$ cat config.mk
export PLATFORM = sky130hd
export DESIGN_NAME = hsc_control
export DESIGN_NICKNAME = d
export VERILOG_FILES = /design/src/verilog/hsc_addr_capture.v /design/src/verilog/hsc_control.v
export VERILOG_INCLUDE_DIRS = /design/src /design/src/common
export SDC_FILE = /design/constraint.sdc
export NUM_CORES = 1
export LEC_CHECK = 0
export ABC_AREA = 1
export ABC_CLOCK_PERIOD_IN_PS = 4700
export BUFFER_PORTS_ARGS = -buffer_cell sky130_fd_sc_hd__buf_2
export CAP_MARGIN = 20
export CORE_MARGIN = 5
export CORE_UTILIZATION = 40
export CTS_CLUSTER_DIAMETER = 40
export CTS_CLUSTER_SIZE = 30
export DETAILED_ROUTE_END_ITERATION = 16
export PLACE_DENSITY = 0.7
export SYNTH_ARGS = -nofsm -noshare
export SYNTH_HDL_FRONTEND = slang
export SYNTH_SLANG_ARGS = --single-unit
$ cat constraint.sdc
create_clock -name clk -period 4.7 [get_ports clk]
set_clock_uncertainty 0.15 [all_clocks]
set_input_delay 0.94 -clock clk [delete_from_list [all_inputs] [get_ports clk]]
set_output_delay 0.94 -clock clk [all_outputs]
set_load 0.02 [all_outputs]
$ cat src/common/hsc_defines.vh
// Purpose: Constants for the hot-swap enable, address and limit control block
// Assumes: Included by bare name from design files
// Notes: Offsets, field positions, reset values and timing counts
`ifndef HSC_DEFINES_VH
`define HSC_DEFINES_VH
// Register offsets
`define HSC_REG_ON_OFF 8'h01
`define HSC_REG_SETUP 8'hD9
`define HSC_REG_ALERT_MASK 8'hD8
// On/off command values
`define HSC_CMD_ON 8'h80
`define HSC_CMD_OFF 8'h00
// Setup register fields
`define HSC_SETUP_USE_REG_BIT 7
`define HSC_SETUP_THR_SEL_BIT 6
`define HSC_SETUP_SCALE_BIT 5
`define HSC_SETUP_RESET 8'h00
// Alert mask field for undervoltage
`define HSC_MASK_UV_BIT 3
`define HSC_MASK_RESET 8'h00
// Trip multiples in tenths
`define HSC_TRIP_LOW_X10 8'h13
`define HSC_TRIP_HIGH_X10 8'h25
// Threshold codes in millivolts
`define HSC_THR_LOW_MV 8'h1A
`define HSC_THR_HIGH_MV 8'h32
// Fault timer and retry defaults
`define HSC_FAULT_CYCLES 16'h0320
`define HSC_RESTART_CYCLES 16'h1000
`define HSC_MAX_RETRIES 4'h7
`endif

$ cat src/verilog/hsc_addr_capture.v
// Purpose: Decode three-level address pins and latch the bus address
// Assumes: Pin levels arrive pre-decoded as 2-bit codes, 0 low, 1 open, 2 high
// Notes: Capture fires once per logic reset when the arm input rises
`timescale 1ns/1ns
module hsc_addr_capture (
  input wire clk,
  input wire rst_b,
  input wire arm,
  input wire [1:0] address_select_pin_0,
  input wire [1:0] address_select_pin_1,
  input wire [1:0] address_select_pin_2,
  output reg [6:0] addr_q,
  output reg valid_q
);
  reg [4:0] code; // Base-3 value of the three pins
  // Weighted sum of the pin codes
  always @* begin
    code = {3'h0, address_select_pin_0} + ({3'h0, address_select_pin_1} * 5'h03)
      + ({3'h0, address_select_pin_2} * 5'h09);
  end
  // Latch once after the arm rises; held until next reset
  always @(posedge clk or negedge rst_b) begin
    if (!rst_b) begin
      addr_q <= 7'h00;
      valid_q <= 1'b0;
    end else if (arm && !valid_q) begin
      addr_q <= {2'h2, code};
      valid_q <= 1'b1;
    end
  end
endmodule // hsc_addr_capture

$ cat src/verilog/hsc_control.v
// Purpose: Output enable, retry, latch-off, limit select and fault timer control
// Assumes: Analog comparators arrive as synchronous logic levels
// Notes: Register writes use a simple wr_en, addr, wdata port; reads are registered
// How it works
// Undervoltage or overvoltage forces the gate off
// Enable input toggle clears latched-off state
// Lockout inputs never touch stored registers
// On/off register 80h enables, 0h disables
// Host clears fault then writes 0h, 80h
// Address latched from three pins at rail POR
// Low reference node resets logic and memory
// Address latched once reference node rises
// Threshold 26 or 50 mV from select pin
// Setup register overrides threshold, resets to 26; code resets setup to 00h, so the select pin chooses the threshold
// At threshold, gate is modulated to regulate
// Fault timer runs during current limiting
// Fault timer runs during power limiting
// Breaker trip 1.9 or 3.7 times threshold
// Undervoltage sets status and alert unless masked
// Address kept until next logic reset
`timescale 1ns/1ns
`include "hsc_defines.vh"
module hsc_control #(
  parameter [15:0] FAULT_CYCLES = `HSC_FAULT_CYCLES,
  parameter [15:0] RESTART_CYCLES = `HSC_RESTART_CYCLES,
  parameter [3:0] MAX_RETRIES = `HSC_MAX_RETRIES
) (
  input wire clk,
  input wire rst_b,
  input wire ref_node_ok,
  input wire rail_por_ok,
  input wire undervoltage_enable_input,
  input wire overvoltage_lockout_input,
  input wire [1:0] address_select_pin_0,
  input wire [1:0] address_select_pin_1,
  input wire [1:0] address_select_pin_2,
  input wire limit_select_pin,
  input wire sense_at_limit,
  input wire power_at_limit,
  input wire retry_enable,
  input wire wr_en,
  input wire [7:0] addr,
  input wire [7:0] wdata,
  output reg [7:0] rdata_q,
  output reg gate_on_q,
  output reg gate_regulate_q,
  output reg fault_timer_run_q,
  output reg latched_off_q,
  output reg [7:0] current_limit_threshold_q,
  output reg [7:0] breaker_trip_x10_q,
  output reg uv_status_q,
  output reg alert_b_q,
  output reg [6:0] bus_addr_q
);
  localparam ST_OFF = 2'h0; // Output commanded or forced off
  localparam ST_ON = 2'h1; // Gate driven, timer idle or running
  localparam ST_RESTART = 2'h2; // Waiting out restart delay
  localparam ST_LATCHED = 2'h3; // Retries used up or retry disabled
  reg rst_s1_q, rst_s2_q; // Reset release synchroniser
  wire lrst_b; // Logic reset: pin, low reference node or rail POR
  reg [7:0] on_off_q; // On/off command register
  reg [7:0] setup_q; // Limit setup register
  reg [7:0] mask_q; // Alert mask register
  reg [1:0] state_q, state_d;
  reg [15:0] tmr_q, tmr_d; // Fault and restart timer
  reg [3:0] retry_q, retry_d; // Retries used
  reg en_prev_q; // Previous enable input level
  reg cmd_off_seen_q; // Off written since the fault
  reg por_seen_q; // Rail has been above POR
  wire [6:0] cap_addr;
  wire cap_valid;
  wire lockout; // Undervoltage or overvoltage present
  wire limiting; // Either regulation loop active
  wire en_toggle; // Enable input rising after a low
  wire use_reg; // Setup register selects threshold
  wire thr_low; // Low 26 mV threshold chosen
  wire cmd_on; // On/off register says enable
  wire wr_on_off; // Write strobe to on/off register
  // Reset release through two flip-flops
  always @(posedge clk or negedge rst_b) begin
    if (!rst_b) begin
      rst_s1_q <= 1'b0;
      rst_s2_q <= 1'b0;
    end else begin
      rst_s1_q <= 1'b1;
      rst_s2_q <= rst_s1_q; // Second stage reads only the first
    end
  end
  // Reference node low or rail below POR resets everything
  assign lrst_b = rst_s2_q & ref_node_ok & rail_por_ok;
  assign lockout = !undervoltage_enable_input || overvoltage_lockout_input;
  assign limiting = sense_at_limit || power_at_limit;
  assign en_toggle = undervoltage_enable_input && !en_prev_q;
  assign use_reg = setup_q[`HSC_SETUP_USE_REG_BIT];
  // Pin high selects 26 mV by default; setup may override
  assign thr_low = use_reg ? !setup_q[`HSC_SETUP_THR_SEL_BIT] : limit_select_pin;
  assign cmd_on = (on_off_q == `HSC_CMD_ON);
  assign wr_on_off = wr_en && (addr == `HSC_REG_ON_OFF);
  // Address capture once both rails are settled
  hsc_addr_capture u_addr (
    .clk(clk),
    .rst_b(lrst_b),
    .arm(por_seen_q),
    .address_select_pin_0(address_select_pin_0),
    .address_select_pin_1(address_select_pin_1),
    .address_select_pin_2(address_select_pin_2),
    .addr_q(cap_addr),
    .valid_q(cap_valid)
  );
  // Register file; lockout inputs have no path here
  always @(posedge clk or negedge lrst_b) begin
    if (!lrst_b) begin
      on_off_q <= `HSC_CMD_ON;
      setup_q <= `HSC_SETUP_RESET;
      mask_q <= `HSC_MASK_RESET;
      por_seen_q <= 1'b0;
    end else begin
      por_seen_q <= 1'b1;
      if (wr_on_off) begin
        on_off_q <= wdata;
      end
      if (wr_en && addr == `HSC_REG_SETUP) begin
        setup_q <= wdata;
      end
      if (wr_en && addr == `HSC_REG_ALERT_MASK) begin
        mask_q <= wdata;
      end
    end
  end
  // Enable edge tracking and off-before-on bookkeeping
  always @(posedge clk or negedge lrst_b) begin
    if (!lrst_b) begin
      en_prev_q <= 1'b1; // Idle level of the enable pin; no false edge after reset
      cmd_off_seen_q <= 1'b0;
    end else begin
      en_prev_q <= undervoltage_enable_input;
      if (state_q == ST_ON || state_q == ST_OFF) begin
        cmd_off_seen_q <= 1'b0;
      end else if (wr_on_off && wdata == `HSC_CMD_OFF) begin
        cmd_off_seen_q <= 1'b1;
      end
    end
  end
  // Next state, timer and retry count
  always @* begin
    state_d = state_q;
    tmr_d = tmr_q;
    retry_d = retry_q;
    case (state_q)
      ST_OFF: begin
        tmr_d = 16'h0000;
        if (!lockout && cmd_on) begin
          state_d = ST_ON;
        end
      end
      ST_ON: begin
        if (lockout || !cmd_on) begin
          state_d = ST_OFF;
          tmr_d = 16'h0000;
        end else if (limiting) begin
          tmr_d = tmr_q + 16'h0001;
          if (tmr_q >= FAULT_CYCLES - 16'h0001) begin
            tmr_d = 16'h0000;
            if (!retry_enable || retry_q >= MAX_RETRIES) begin
              state_d = ST_LATCHED;
            end else begin
              state_d = ST_RESTART;
              retry_d = retry_q + 4'h1;
            end
          end
        end else begin
          tmr_d = 16'h0000;
          retry_d = 4'h0;
        end
      end
      ST_RESTART: begin
        tmr_d = tmr_q + 16'h0001;
        if (lockout) begin
          state_d = ST_OFF;
          tmr_d = 16'h0000;
        end else if (tmr_q >= RESTART_CYCLES - 16'h0001) begin
          state_d = ST_ON;
          tmr_d = 16'h0000;
        end
      end
      ST_LATCHED: begin
        tmr_d = 16'h0000;
        if (en_toggle || (cmd_off_seen_q && wr_on_off && wdata == `HSC_CMD_ON)) begin
          state_d = ST_OFF;
          retry_d = 4'h0;
        end
      end
      default: begin
        state_d = ST_OFF;
      end
    endcase
  end
  // Control state registers
  always @(posedge clk or negedge lrst_b) begin
    if (!lrst_b) begin
      state_q <= ST_OFF;
      tmr_q <= 16'h0000;
      retry_q <= 4'h0;
    end else begin
      state_q <= state_d;
      tmr_q <= tmr_d;
      retry_q <= retry_d;
    end
  end
  // Registered outputs
  always @(posedge clk or negedge lrst_b) begin
    if (!lrst_b) begin
      rdata_q <= 8'h00;
      gate_on_q <= 1'b0;
      gate_regulate_q <= 1'b0;
      fault_timer_run_q <= 1'b0;
      latched_off_q <= 1'b0;
      current_limit_threshold_q <= `HSC_THR_LOW_MV;
      breaker_trip_x10_q <= `HSC_TRIP_LOW_X10;
      uv_status_q <= 1'b0;
      alert_b_q <= 1'b1;
      bus_addr_q <= 7'h00;
    end else begin
      gate_on_q <= (state_d == ST_ON);
      gate_regulate_q <= (state_d == ST_ON) && sense_at_limit;
      fault_timer_run_q <= (state_q == ST_ON) && limiting;
      latched_off_q <= (state_d == ST_LATCHED);
      current_limit_threshold_q <= thr_low ? `HSC_THR_LOW_MV : `HSC_THR_HIGH_MV;
      // Scale bit and threshold choose the multiple
      breaker_trip_x10_q <= (setup_q[`HSC_SETUP_SCALE_BIT] ^ !thr_low) ?
        `HSC_TRIP_HIGH_X10 : `HSC_TRIP_LOW_X10;
      // Status is sticky; reset wins over set and is the only clear
      if (!undervoltage_enable_input) begin
        uv_status_q <= 1'b1;
      end
      alert_b_q <= !((uv_status_q || !undervoltage_enable_input) &&
        !mask_q[`HSC_MASK_UV_BIT]);
      bus_addr_q <= cap_valid ? cap_addr : 7'h00;
      // Read mux
      case (addr)
        `HSC_REG_ON_OFF: rdata_q <= on_off_q;
        `HSC_REG_SETUP: rdata_q <= setup_q;
        `HSC_REG_ALERT_MASK: rdata_q <= mask_q;
        default: rdata_q <= 8'h00;
      endcase
    end
  end
endmodule // hsc_control
Yosys cells after proc, flatten, opt, wreduce, memory -nomap -nowiden
Cells that the tools add are included.
Operators by class
  add/sub/neg operators: 4
  multiply operators: 2
  order comparisons: 3
  eq/ne operators: 14
  mux-type cells: 28
  bitwise gates (word level): 3
  reduce and logical (&&, ||, !) cells: 35
Operator list (count)
  two-way mux 16 bit: 5
  case mux 16 bit (3 select lines): 1
  equality test 8 bit (second input constant): 4
  case mux 8 bit (3 select lines): 1
  two-way mux 4 bit: 5
  adder 16 x 1 -> 16 bit (second input constant): 1
  greater-or-equal comparator 16 x 10 -> 1 bit (second input constant): 1
  greater-or-equal comparator 16 x 12 -> 1 bit (second input constant): 1
  two-way mux 2 bit: 7
  logical AND 1 bit: 12
  two-way mux 6 bit: 2
  zero test 1 bit: 10
  equality test 8 x 1 -> 1 bit (second input constant): 1
  zero test 8 bit: 1
  case mux 2 bit (4 select lines): 1
  case mux 4 bit (2 select lines): 1
  logical OR 1 bit: 7
  two-way mux 7 bit: 1
  equality test 2 bit (second input constant): 3
  adder 2 x 4 -> 5 bit: 1
  adder 5 bit: 1
  multiplier 2 x 4 -> 5 bit (second input constant): 1
  AND reduction 5 bit: 1
  adder 4 x 1 -> 4 bit (second input constant): 1
  12 further kinds: 19
Storage, ports and cells
  bits in registers: 91
  input bits: 33
  output and inout bits: 37
  word-level logic and storage cells: 112

Logic depth before layout (Yosys ltp)
Gate-level depths: netlist of run 1.
  depth in word-level cells: 9
  mapped depth: 12
  mapped depth without buffers: 12

Cells and area by module
A second synthesis of run 1 with hierarchy kept.
Second synthesis, totals
  cell total of the unflattened synthesis: 432
  area, all modules: 3877.5 um^2
Modules (own cells, without submodules)
  hsc_control: instances 1, cells an instance 377, area an instance 3410.8 um^2, seq. area each 1908.1 um^2
  hsc_addr_capture: instances 1, cells an instance 55, area an instance 466.7 um^2, seq. area each 150.1 um^2

Worst setup path after synthesis of run 1
Ideal clock, no wire load.
  kind: input to register
  start point: input port address_select_pin_0[1]
  end point: register u_addr.addr_q[4]
  setup time: 129 ps
  arrival: 2546 ps
  required time: 4421 ps
  setup slack: 1876 ps
  stages: 7
  path buffers: 0
  cells stage by stage: fa_1 fa_1 fa_1 nand2_1 o21bai_1 xnor2_1 o21ai_0
On the way
  cells in the longest elaborated chain, start to end: 2
RTL lines
  start: declaration: line hsc_control.v:34  | input wire [1:0] address_select_pin_0,
  adder 2 x 4 -> 5 bit: line hsc_addr_capture.v:18  | code = {3'h0, address_select_pin_0} + ({3'h0, address_select_pin_1} * 5'h03)
  adder 5 bit: line hsc_addr_capture.v:19  | + ({3'h0, address_select_pin_2} * 5'h09);
  end signal: assignment: line hsc_addr_capture.v:27  | addr_q <= {2'h2, code};
  end: declaration: line hsc_addr_capture.v:12  | output reg [6:0] addr_q,
Every way passes these cells.
A chain may end at the register's enable or synchronous reset.

Worst setup path after layout of run 1
Ends and elaborated chain as after synthesis.

==> impl_metrics.py, run 1 <==
metrics = {
    "sta": {
        "finalHoldViolations": 0,
        "fin_crit_sh": 0.5727,
        "hold-worst-slack_ns": 0.1082,
        "setup_viol_count_final": 0,
        "drv_slew": 0,
        "worstMarginPinSlew_ns": 0.5197,
        "max_freq_mhz": 371.5,
        "relSlewSlack": 0.6535,
        "fin_setup_tns_ns": 0,
        "rsz0062_at_grt": "no",
        "min_period_ns": 2.692,
    },
    "setup_path": {
        "worst_r2r_startpoint": "tmr_q[0]",
        "cp.arrival_ns": 2.81,
        "path_class": "primary input to register",
        "crit_path_end_kind": "register",
        "worstPathCellList": "buf_2 > fa_1 > fa_1 > fa_1 > nand2_1 > o21bai_1 > xnor2_1 > o21ai_0",
        "worstSetupStartpointType": "primary input",
        "crit_path_start": "address_select_pin_0[1]",
        "critPathMaxFanout": 2,
        "slowest_delay_ns": 0.48,
        "crit_required_ns": 4.82,
        "worst_path_max_delay_cell": "fa_1",
        "path_common_cell": "fa_1",
    },
    "logic_synthesis": {
        "ys_seq_elements": 81,
        "yosysTopAreaCellShare": 0.4972,
        "ys_warn_count": 0,
        "synth_cells": 418,
        "avgSynthCellArea_um2": 9.151,
        "seq_area_frac_synth": 0.5316,
        "async_flop_share": 1.000,
        "synth_cell_types": 39,
        "syn_area_um2": 3825,
        "synth_top_area_cell": "dfrtp_1",
        "synth_ff_type": "dfrtp_1",
        "synth_common_cells": "103 x nand2_1, 76 x dfrtp_1, 64 x inv_1, 26 x nor2_1, 15 x buf_4",
        "yosys-top-cells-area": "dfrtp_1 50%, nand2_1 10%, inv_1 6.3%",
        "synth-edff-count": 0,
        "yosysMostFrequentCell": "nand2_1",
    },
    "power_and_ir_drop": {
        "p_leak_nw": 2.270,
        "cellPowerDensity_nw_per_um2": 328.3,
        "ir_drop_mv": 0.1927,
    },
    "placed_design": {
        "numPortBuffers": 58,
        "place.gp.congestion": 0.8351,
        "dp_hpwl_um": 5147,
        "postPlaceCellArea_um2": 4210,
    },
    "route": {
        "drt_drc_violations_left": 0,
        "drtAntennaViolNets": 0,
        "viasPerCell": 4.477,
        "drt-total-wl_um": 6920,
        "drt_first_pass_iters": 4,
        "wire_per_inst_um": 11.16,
        "drtIter0Drc": 115,
        "vias": 2776,
    },
    "cts": {
        "clock_path_buffers": 2,
        "postCtsSetupBuffers": 0,
        "clkLatencyLatePin_ns": 0.35,
        "cts_buffers": 9,
        "htreeDepth": 3,
        "clkSinkCount": 81,
        "post_cts_resized": 0,
        "cts_tree": "built",
        "ctsHoldBuffers": 0,
        "clkSlewWorstSetupHoldPaths_ns": 0.08,
        "cts-root-buf": "clkbuf_8",
    },
    "finish": {
        "postLayoutCellArea_um2": 4427,
        "nets": 528,
        "syn_to_final_growth_pct": 15.73,
        "drive_gt1_frac": 0.2444,
        "n_antenna_cell": 0,
    },
    "die": {
        "die_y_um": 107.8,
        "die_x_um": 107.8,
        "io_pins": 70,
        "die_area_um2": 11620,
        "coreArea_um2": 9284,
        "placementRows": 35,
        "initial_core_util": 0.4120,
    },
    "grt": {
        "grt_pass1_vias": 2847,
        "antenna_found_initial": 0,
        "grt-ovfl-total": 0,
        "track_usage": 0.1321,
        "grt_max_degree": 80,
        "grt_pass1_wl_um": 12210,
    },
    "hold_path": {
        "hold_class": "register to asynchronous set/reset pin",
    },
    "job": {
        "maxCapViolCount": 0,
    },
    "status": {
        "outcome": "completed",
    },
}
==> per-stage QoR <==
stage / cells / setup WS (ns) / util / power, mW
final: 620 / 2.008 / 0.4768 / 1.453
after floorplan: 433 / 1.099 / - / 0.9197
after global placement: 603 / 1.695 / 0.4535 / 0.9702
after global routing: 620 / 1.890 / 0.4768 / 1.537
after CTS: 619 / 2.004 / 0.4739 / 1.475
after detailed placement: 603 / 1.622 / 0.4535 / 0.9764
==> state kept, by name, summed over array words and instances, names as in the netlist, 4 cells and up <==
register	flops
u_addr.addr_q	5
tmr_q	16
mask_q	8
rdata_q	8
on_off_q	8
setup_q	8
bus_addr_q	6
retry_q	4
==> power by group <==
group	internal, mW	leakage [nW]	switching [mW]
sequential	0.747	1.04	0.0212
clock	0.248	0.0872	0.243
combinational	0.0668	1.14	0.127
total	1.06	2.27	0.391
==> layout make-up <==
class	count	area (µm²)
inverter	68	255.2
fill	920	4857
multi-input combinational	267	1470
timing repair buffer	59	317.8
sequential	81	2033
clock buffer	12	135.1
clock inverter	4	53.80
tap	129	161.4
==> critical path: cells and delay by family <==
kind / cells / cell delay [ns]
fa+ha+maj: 3 / 1.29
compound gates: 2 / 0.23
buf+inv: 1 / 0.12
xor+xnor: 1 / 0.12
simple gates: 1 / 0.10
==> layout by cell type, fill, tap and decap left out, types with 2 or more instances in the layout <==
cell type / instances
inv_1: 64
nand3_1: 14
dfstp_2: 5
xnor2_1: 3
nor4_1: 2
o21ai_2: 6
nor3_1: 9
clkinvlp_4: 2
o221ai_1: 3
fa_1: 4
inv_2: 4
dfrtp_1: 76
nand4_1: 2
nor2_1: 26
a21oi_1: 3
buf_2: 58
clkbuf_8: 9
nand2_2: 6
nand2_1: 103
ha_1: 5
conb_1: 17
o21ai_1: 10
xor2_1: 5
or2_2: 3
o211ai_1: 5
nor2_4: 4
clkbuf_1: 3
nor3_2: 2
nor2_2: 11
o21ai_0: 14
==> final timing paths <==
check	end	slack [ns]	cells after the start
worst max-delay path	u_addr.addr_q[4]	2.01	8
worst min-delay path	bus_addr_q[3]	0.11	1
worst max register to register	tmr_q[2]	2.71	8
worst min register to register	bus_addr_q[3]	0.11	1
max in group asynchronous	on_off_q[7]	3.33	3
min in group clk	rst_s2_q	0.22	0
==> metal layers <==
| layer | routed length [µm] | share of wire | global-route usage | vias up |
|---|---|---|---|---|
| met5 | 0 | 0 | 0 | - |
| met3 | 319 | 0.046 | 0.02999 | 15 |
| met4 | 171 | 0.025 | 0.06222 | 0 |
| li1 | - | - | - | 1404 |
| met2 | 3254 | 0.47 | 0.2136 | 64 |
| met1 | 3175 | 0.46 | 0.1674 | 1293 |
==> cells by family after synthesis <==
logic type      count (synthesis)  share of synthesized area
compound gates                 45                    0.07982
xor+xnor                        8                    0.01832
fa+ha+maj                       9                    0.03729
buf+inv                        85                     0.1001
flops                          81                     0.5316
other cells                     2                   0.001963
simple gates                  188                     0.2309
Note: power is estimated with default switching activity, not from simulation.
==> inputs of run 2 (changes only) <==
Settings changed: ABC_AREA 1 to 0, ABC_CLOCK_PERIOD_IN_PS 4700 to 2720.
Clock period 4.7 ns to 2.72 ns, I/O delays scaled along.
==> impl_metrics.py, run 2 <==
metrics = {
    "logic_synthesis": {
        "yosys-top-cells-area": "dfrtp_1 53%, mux2_2 8.2%, dfstp_2 3.7%",
        "async_flop_share": 1.000,
        "synth_cell_types": 48,
        "yosysTopAreaCellShare": 0.5346,
        "ys_warn_count": 0,
        "syn_area_um2": 3557,
        "avgSynthCellArea_um2": 12.06,
        "seq_area_frac_synth": 0.5716,
        "synth_cells": 295,
        "synth_common_cells": "76 x dfrtp_1, 31 x nand2_1, 26 x mux2_2, 14 x nor2_1, 13 x buf_4",
        "yosysMostFrequentCell": "dfrtp_1",
        "synth_ff_type": "dfrtp_1",
        "ys_seq_elements": 81,
        "synth-edff-count": 0,
        "synth_top_area_cell": "dfrtp_1",
    },
    "finish": {
        "largest_reg_flops": 16,
        "final_cell_mix": "76 x dfrtp_1, 58 x buf_2, 31 x nand2_1, 26 x mux2_2, 17 x conb_1",
        "n_antenna_cell": 0,
        "postLayoutCellArea_um2": 4253,
        "nets": 412,
        "drive_gt1_frac": 0.3520,
        "syn_to_final_growth_pct": 19.56,
        "fill_cells": 801,
        "final_common_cell": "dfrtp_1",
        "largest-register": "tmr_q",
    },
    "route": {
        "wl_met2_um": 3251,
        "met3_length_um": 372,
        "drtAntennaViolNets": 0,
        "drtIter0Drc": 64,
        "wire_per_inst_um": 13.65,
        "vias": 2384,
        "wl_met1_um": 2855,
        "viasPerCell": 4.936,
        "drt-total-wl_um": 6591,
        "drt_first_pass_iters": 4,
        "top_layer": "met4",
        "drt_drc_violations_left": 0,
    },
    "sta": {
        "hold-worst-slack_ns": 0.1345,
        "min_period_ns": 2.533,
        "setup_viol_count_final": 0,
        "max_freq_mhz": 394.9,
        "finalHoldViolations": 0,
        "rsz0062_at_grt": "no",
        "drv_slew": 0,
        "fin_crit_sh": 0.9311,
    },
    "cts": {
        "clkSlewWorstSetupHoldPaths_ns": 0.07,
        "clkLatencyLatePin_ns": 0.35,
        "postCtsSetupBuffers": 0,
        "post_cts_resized": 0,
        "clkSinkCount": 81,
        "cts-root-buf": "clkbuf_8",
        "clock_path_buffers": 2,
        "htreeDepth": 3,
        "cts_tree": "built",
        "cts_buffers": 9,
    },
    "power_and_ir_drop": {
        "cellPowerDensity_nw_per_um2": 648.7,
        "p_leak_nw": 2.098,
        "ir_drop_mv": 0.3134,
    },
    "setup_path": {
        "cp.arrival_ns": 2.65,
        "worstPathCellList": "ha_1 > and4_1 > nor4_1 > o21ai_1 > o41a_1 > buf_4 > nor2_2",
        "slowest_delay_ns": 0.58,
        "cp.buffers_inverters": 1,
        "crit_family": "compound AO/OA/AOI/OAI gates",
        "worstSetupStartpointType": "register",
        "crit_required_ns": 2.84,
        "path_class": "register to register",
        "critPathMaxFanout": 7,
        "worst_path_max_delay_cell": "o41a_1",
        "crit_path_end_kind": "register",
    },
    "job": {
        "maxCapViolCount": 0,
    },
    "placed_design": {
        "place.gp.congestion": 0.8014,
        "dp_hpwl_um": 4974,
        "postPlaceCellArea_um2": 3984,
        "numPortBuffers": 58,
    },
    "die": {
        "initial_core_util": 0.4099,
        "die_area_um2": 10880,
        "die_x_um": 104.3,
        "coreArea_um2": 8678,
        "placementRows": 34,
        "io_pins": 70,
        "die_y_um": 104.3,
    },
    "grt": {
        "grt_pass1_wl_um": 11600,
        "grt_pass1_vias": 2469,
        "grt_max_degree": 54,
        "antenna_found_initial": 0,
        "grt-ovfl-total": 0,
        "track_usage": 0.1299,
    },
    "hold_path": {
        "hold_class": "primary input to asynchronous set/reset pin",
    },
    "status": {
        "outcome": "completed",
    },
}
-- run 2: logic make-up after synthesis --
logic type,count (synthesis),synth area share
fa+ha+maj,9,0.04010
simple gates,109,0.1678
other cells,2,0.002111
xor+xnor,14,0.03447
mux,26,0.08231
compound gates,33,0.06331
buf+inv,21,0.03834
flops,81,0.5716
-- run 2: worst paths after layout --
path	from	end	slack (ns)	cells after the start
max	tmr_q[0]	tmr_q[8]	0.19	7
min	ref_node_ok	u_addr.valid_q	0.13	2
max reg2reg	tmr_q[0]	tmr_q[8]	0.19	7
min reg2reg	rst_s2_q	u_addr.valid_q	0.19	1
max in group asynchronous	rst_s2_q	alert_b_q	1.60	2
min in group clk	undervoltage_enable_input	en_prev_q	0.19	1
-- run 2: metal layers --
metal,up-vias,track usage
li1,1147,-
met1,1168,0.1691
met2,60,0.2014
met3,9,0.03973
met4,0,0.05273
met5,-,0
-- run 2: repair_timing --
| item | in CTS | in global routing |
|---|---|---|
| endpoints found under the hold margin | 2 | 0 |
| endpoints found under the setup margin | 0 | 0 |
| hold buffers | 1 | 0 |
-- run 2: cell type report --
cell class / instances / area, µm² / share of cell area
well taps: 108 / 135.1 / 0.03177
repair buffers: 65 / 357.8 / 0.08414
multi-input cells: 208 / 1449 / 0.3407
inverters: 5 / 18.77 / 0.004413
clock inverters: 5 / 107.6 / 0.02530
flip-flops and latches: 81 / 2033 / 0.4781
clock buffers: 11 / 151.4 / 0.03560
-- run 2: per-stage QoR --
step                setup TNS [ns]  utilization  setup slack [ns]  power, mW  cells
global route                     0       0.4901           0.08386      2.892    483
CTS                              0       0.4901            0.1549      2.805    483
finish                           0       0.4901            0.1875      2.759    483
detailed placement        -0.01619       0.4591          -0.01619      1.695    466
global placement                 0       0.4591           0.04783      1.683    466
floorplan                        0            -            0.2031      1.583    310
-- run 2: power by group --
group	total, mW	switching, mW	internal [mW]
clock network	1.09	0.425	0.667
logic	0.329	0.192	0.138
registers	1.34	0.0436	1.29
total	2.76	0.660	2.10
==> inputs of run 3 (changes only) <==
Settings changed: ABC_CLOCK_PERIOD_IN_PS 2720 to 2700, CORE_UTILIZATION 40 to 55, PLACE_DENSITY 0.7 to 0.89.
Clock period 2.72 ns to 2.7 ns, I/O delays scaled along.
==> impl_metrics.py, run 3 (synthesized netlist as in run 2, its figures left out) <==
metrics = {
    "route": {
        "wire_per_inst_um": 14.46,
        "drt_drc_violations_left": 0,
        "drt-total-wl_um": 6535,
        "viasPerCell": 5.358,
        "drtAntennaViolNets": 0,
        "drtIter0Drc": 145,
        "drt_first_pass_iters": 4,
        "vias": 2422,
    },
    "cts": {
        "cts-root-buf": "clkbuf_8",
        "ctsHoldBuffers": 1,
        "cts_tree": "built",
        "clkLatencyLatePin_ns": 0.35,
        "clkSinkCount": 81,
        "postCtsSetupBuffers": 0,
        "post_cts_resized": 0,
        "clkSlewWorstSetupHoldPaths_ns": 0.08,
        "clock_path_buffers": 2,
        "htreeDepth": 3,
        "cts_buffers": 9,
    },
    "finish": {
        "finalNonFillerCells": 452,
        "largest-register": "tmr_q",
        "drive_gt1_frac": 0.3440,
        "syn_to_final_growth_pct": 16.95,
        "utilization": 0.6589,
        "largest_reg_flops": 16,
        "final_common_cell": "dfrtp_1",
        "nets": 412,
        "final_cell_mix": "76 x dfrtp_1, 58 x buf_2, 31 x nand2_1, 26 x mux2_2, 17 x conb_1",
        "n_antenna_cell": 0,
        "postLayoutCellArea_um2": 4160,
    },
    "power_and_ir_drop": {
        "switchingPower_uw": 635.1,
        "p_total_mw": 2.597,
        "seqPwrFrac": 0.519,
        "clkPwrFrac": 0.355,
        "ir_drop_mv": 0.4324,
        "cellPowerDensity_nw_per_um2": 624.1,
        "p_leak_nw": 2.072,
        "swShare": 0.2446,
        "intPower_mw": 1.962,
        "power_frac_comb": 0.126,
    },
    "grt": {
        "grt_max_degree": 45,
        "track_usage": 0.1711,
        "grt-ovfl-total": 0,
        "antenna_found_initial": 1,
        "grt_pass1_vias": 2525,
        "grt_pass1_wl_um": 11300,
    },
    "placed_design": {
        "place.gp.congestion": 0.8418,
        "dpl.cell_count": 435,
        "pre_cts_ws_ns": -0.03848,
        "numPortBuffers": 58,
        "dp_hpwl_um": 4905,
        "postPlaceCellArea_um2": 3945,
    },
    "setup_path": {
        "critPathMaxFanout": 8,
        "path_class": "register to register",
        "crit_path_end_kind": "register",
        "crit_required_ns": 2.84,
        "cp.arrival_ns": 2.64,
        "worstSetupStartpointType": "register",
        "reg2reg_slack_ns": 0.20,
    },
    "die": {
        "coreArea_um2": 6314,
        "die_x_um": 90.42,
        "io_pins": 70,
        "die_y_um": 90.42,
        "initial_core_util": 0.5634,
        "die_area_um2": 8176,
        "placementRows": 29,
    },
    "sta": {
        "setup_viol_count_final": 0,
        "relSlewSlack": 0.6218,
        "drv_slew": 0,
        "hold-worst-slack_ns": 0.1784,
        "finalHoldViolations": 0,
        "fin_setup_tns_ns": 0,
        "fin_crit_sh": 0.9268,
        "worstMarginPinSlew_ns": 0.5672,
        "rsz0062_at_grt": "no",
        "max_freq_mhz": 399.6,
        "setup_ws_ns": 0.1977,
        "min_period_ns": 2.502,
    },
    "job": {
        "maxCapViolCount": 0,
    },
    "status": {
        "outcome": "completed",
    },
    "hold_path": {
        "hold_class": "primary input to register",
    },
}
-- run 3: final timing paths --
check / start / endpoint / cells past startpoint
hold reg to reg: rst_s1_q / rst_s2_q / 0
max in group asynchronous: rst_s2_q / en_prev_q / 2
setup / recovery: tmr_q[0] / tmr_q[9] / 7
setup reg to reg: tmr_q[0] / tmr_q[9] / 7
hold / removal: undervoltage_enable_input / en_prev_q / 1
min in group asynchronous: ref_node_ok / u_addr.addr_q[2] / 2
-- run 3: metal layers --
| layer | global-route usage | share of wire | vias up |
|---|---|---|---|
| met1 | 0.2113 | 0.42 | 1174 |
| li1 | - | - | 1147 |
| met2 | 0.2780 | 0.49 | 85 |
| met5 | 0 | 0.0011 | - |
| met3 | 0.04250 | 0.066 | 14 |
| met4 | 0.08809 | 0.028 | 2 |
-- run 3: cell type report --
type | count | area (µm²)
repair buffers | 65 | 357.8
fillers | 478 | 2153
inverters | 5 | 18.77
flip-flops and latches | 81 | 2033
clock inverters | 4 | 70.07
multi-input cells | 208 | 1449
clock buffers | 12 | 135.1
well taps | 77 | 96.34
-- run 3: power by group through the flow --
stage / Clock (mW) / Combinational [mW] / Sequential [mW]
global placement: 0 / 0.321 / 1.37
CTS: 0.949 / 0.332 / 1.35
global route: 1.00 / 0.366 / 1.36
detailed placement: 0 / 0.331 / 1.37
floorplan: 0 / 0.182 / 1.41
finish: 0.921 / 0.328 / 1.35
-- run 3: worst max-delay path: stages (launching register included) --
cell	delay, ns
dfrtp_1	0.42
ha_1	0.24
and4_1	0.25
nor4_1	0.29
o21ai_1	0.15
o41a_1	0.60
buf_4	0.24
nor2_2	0.10
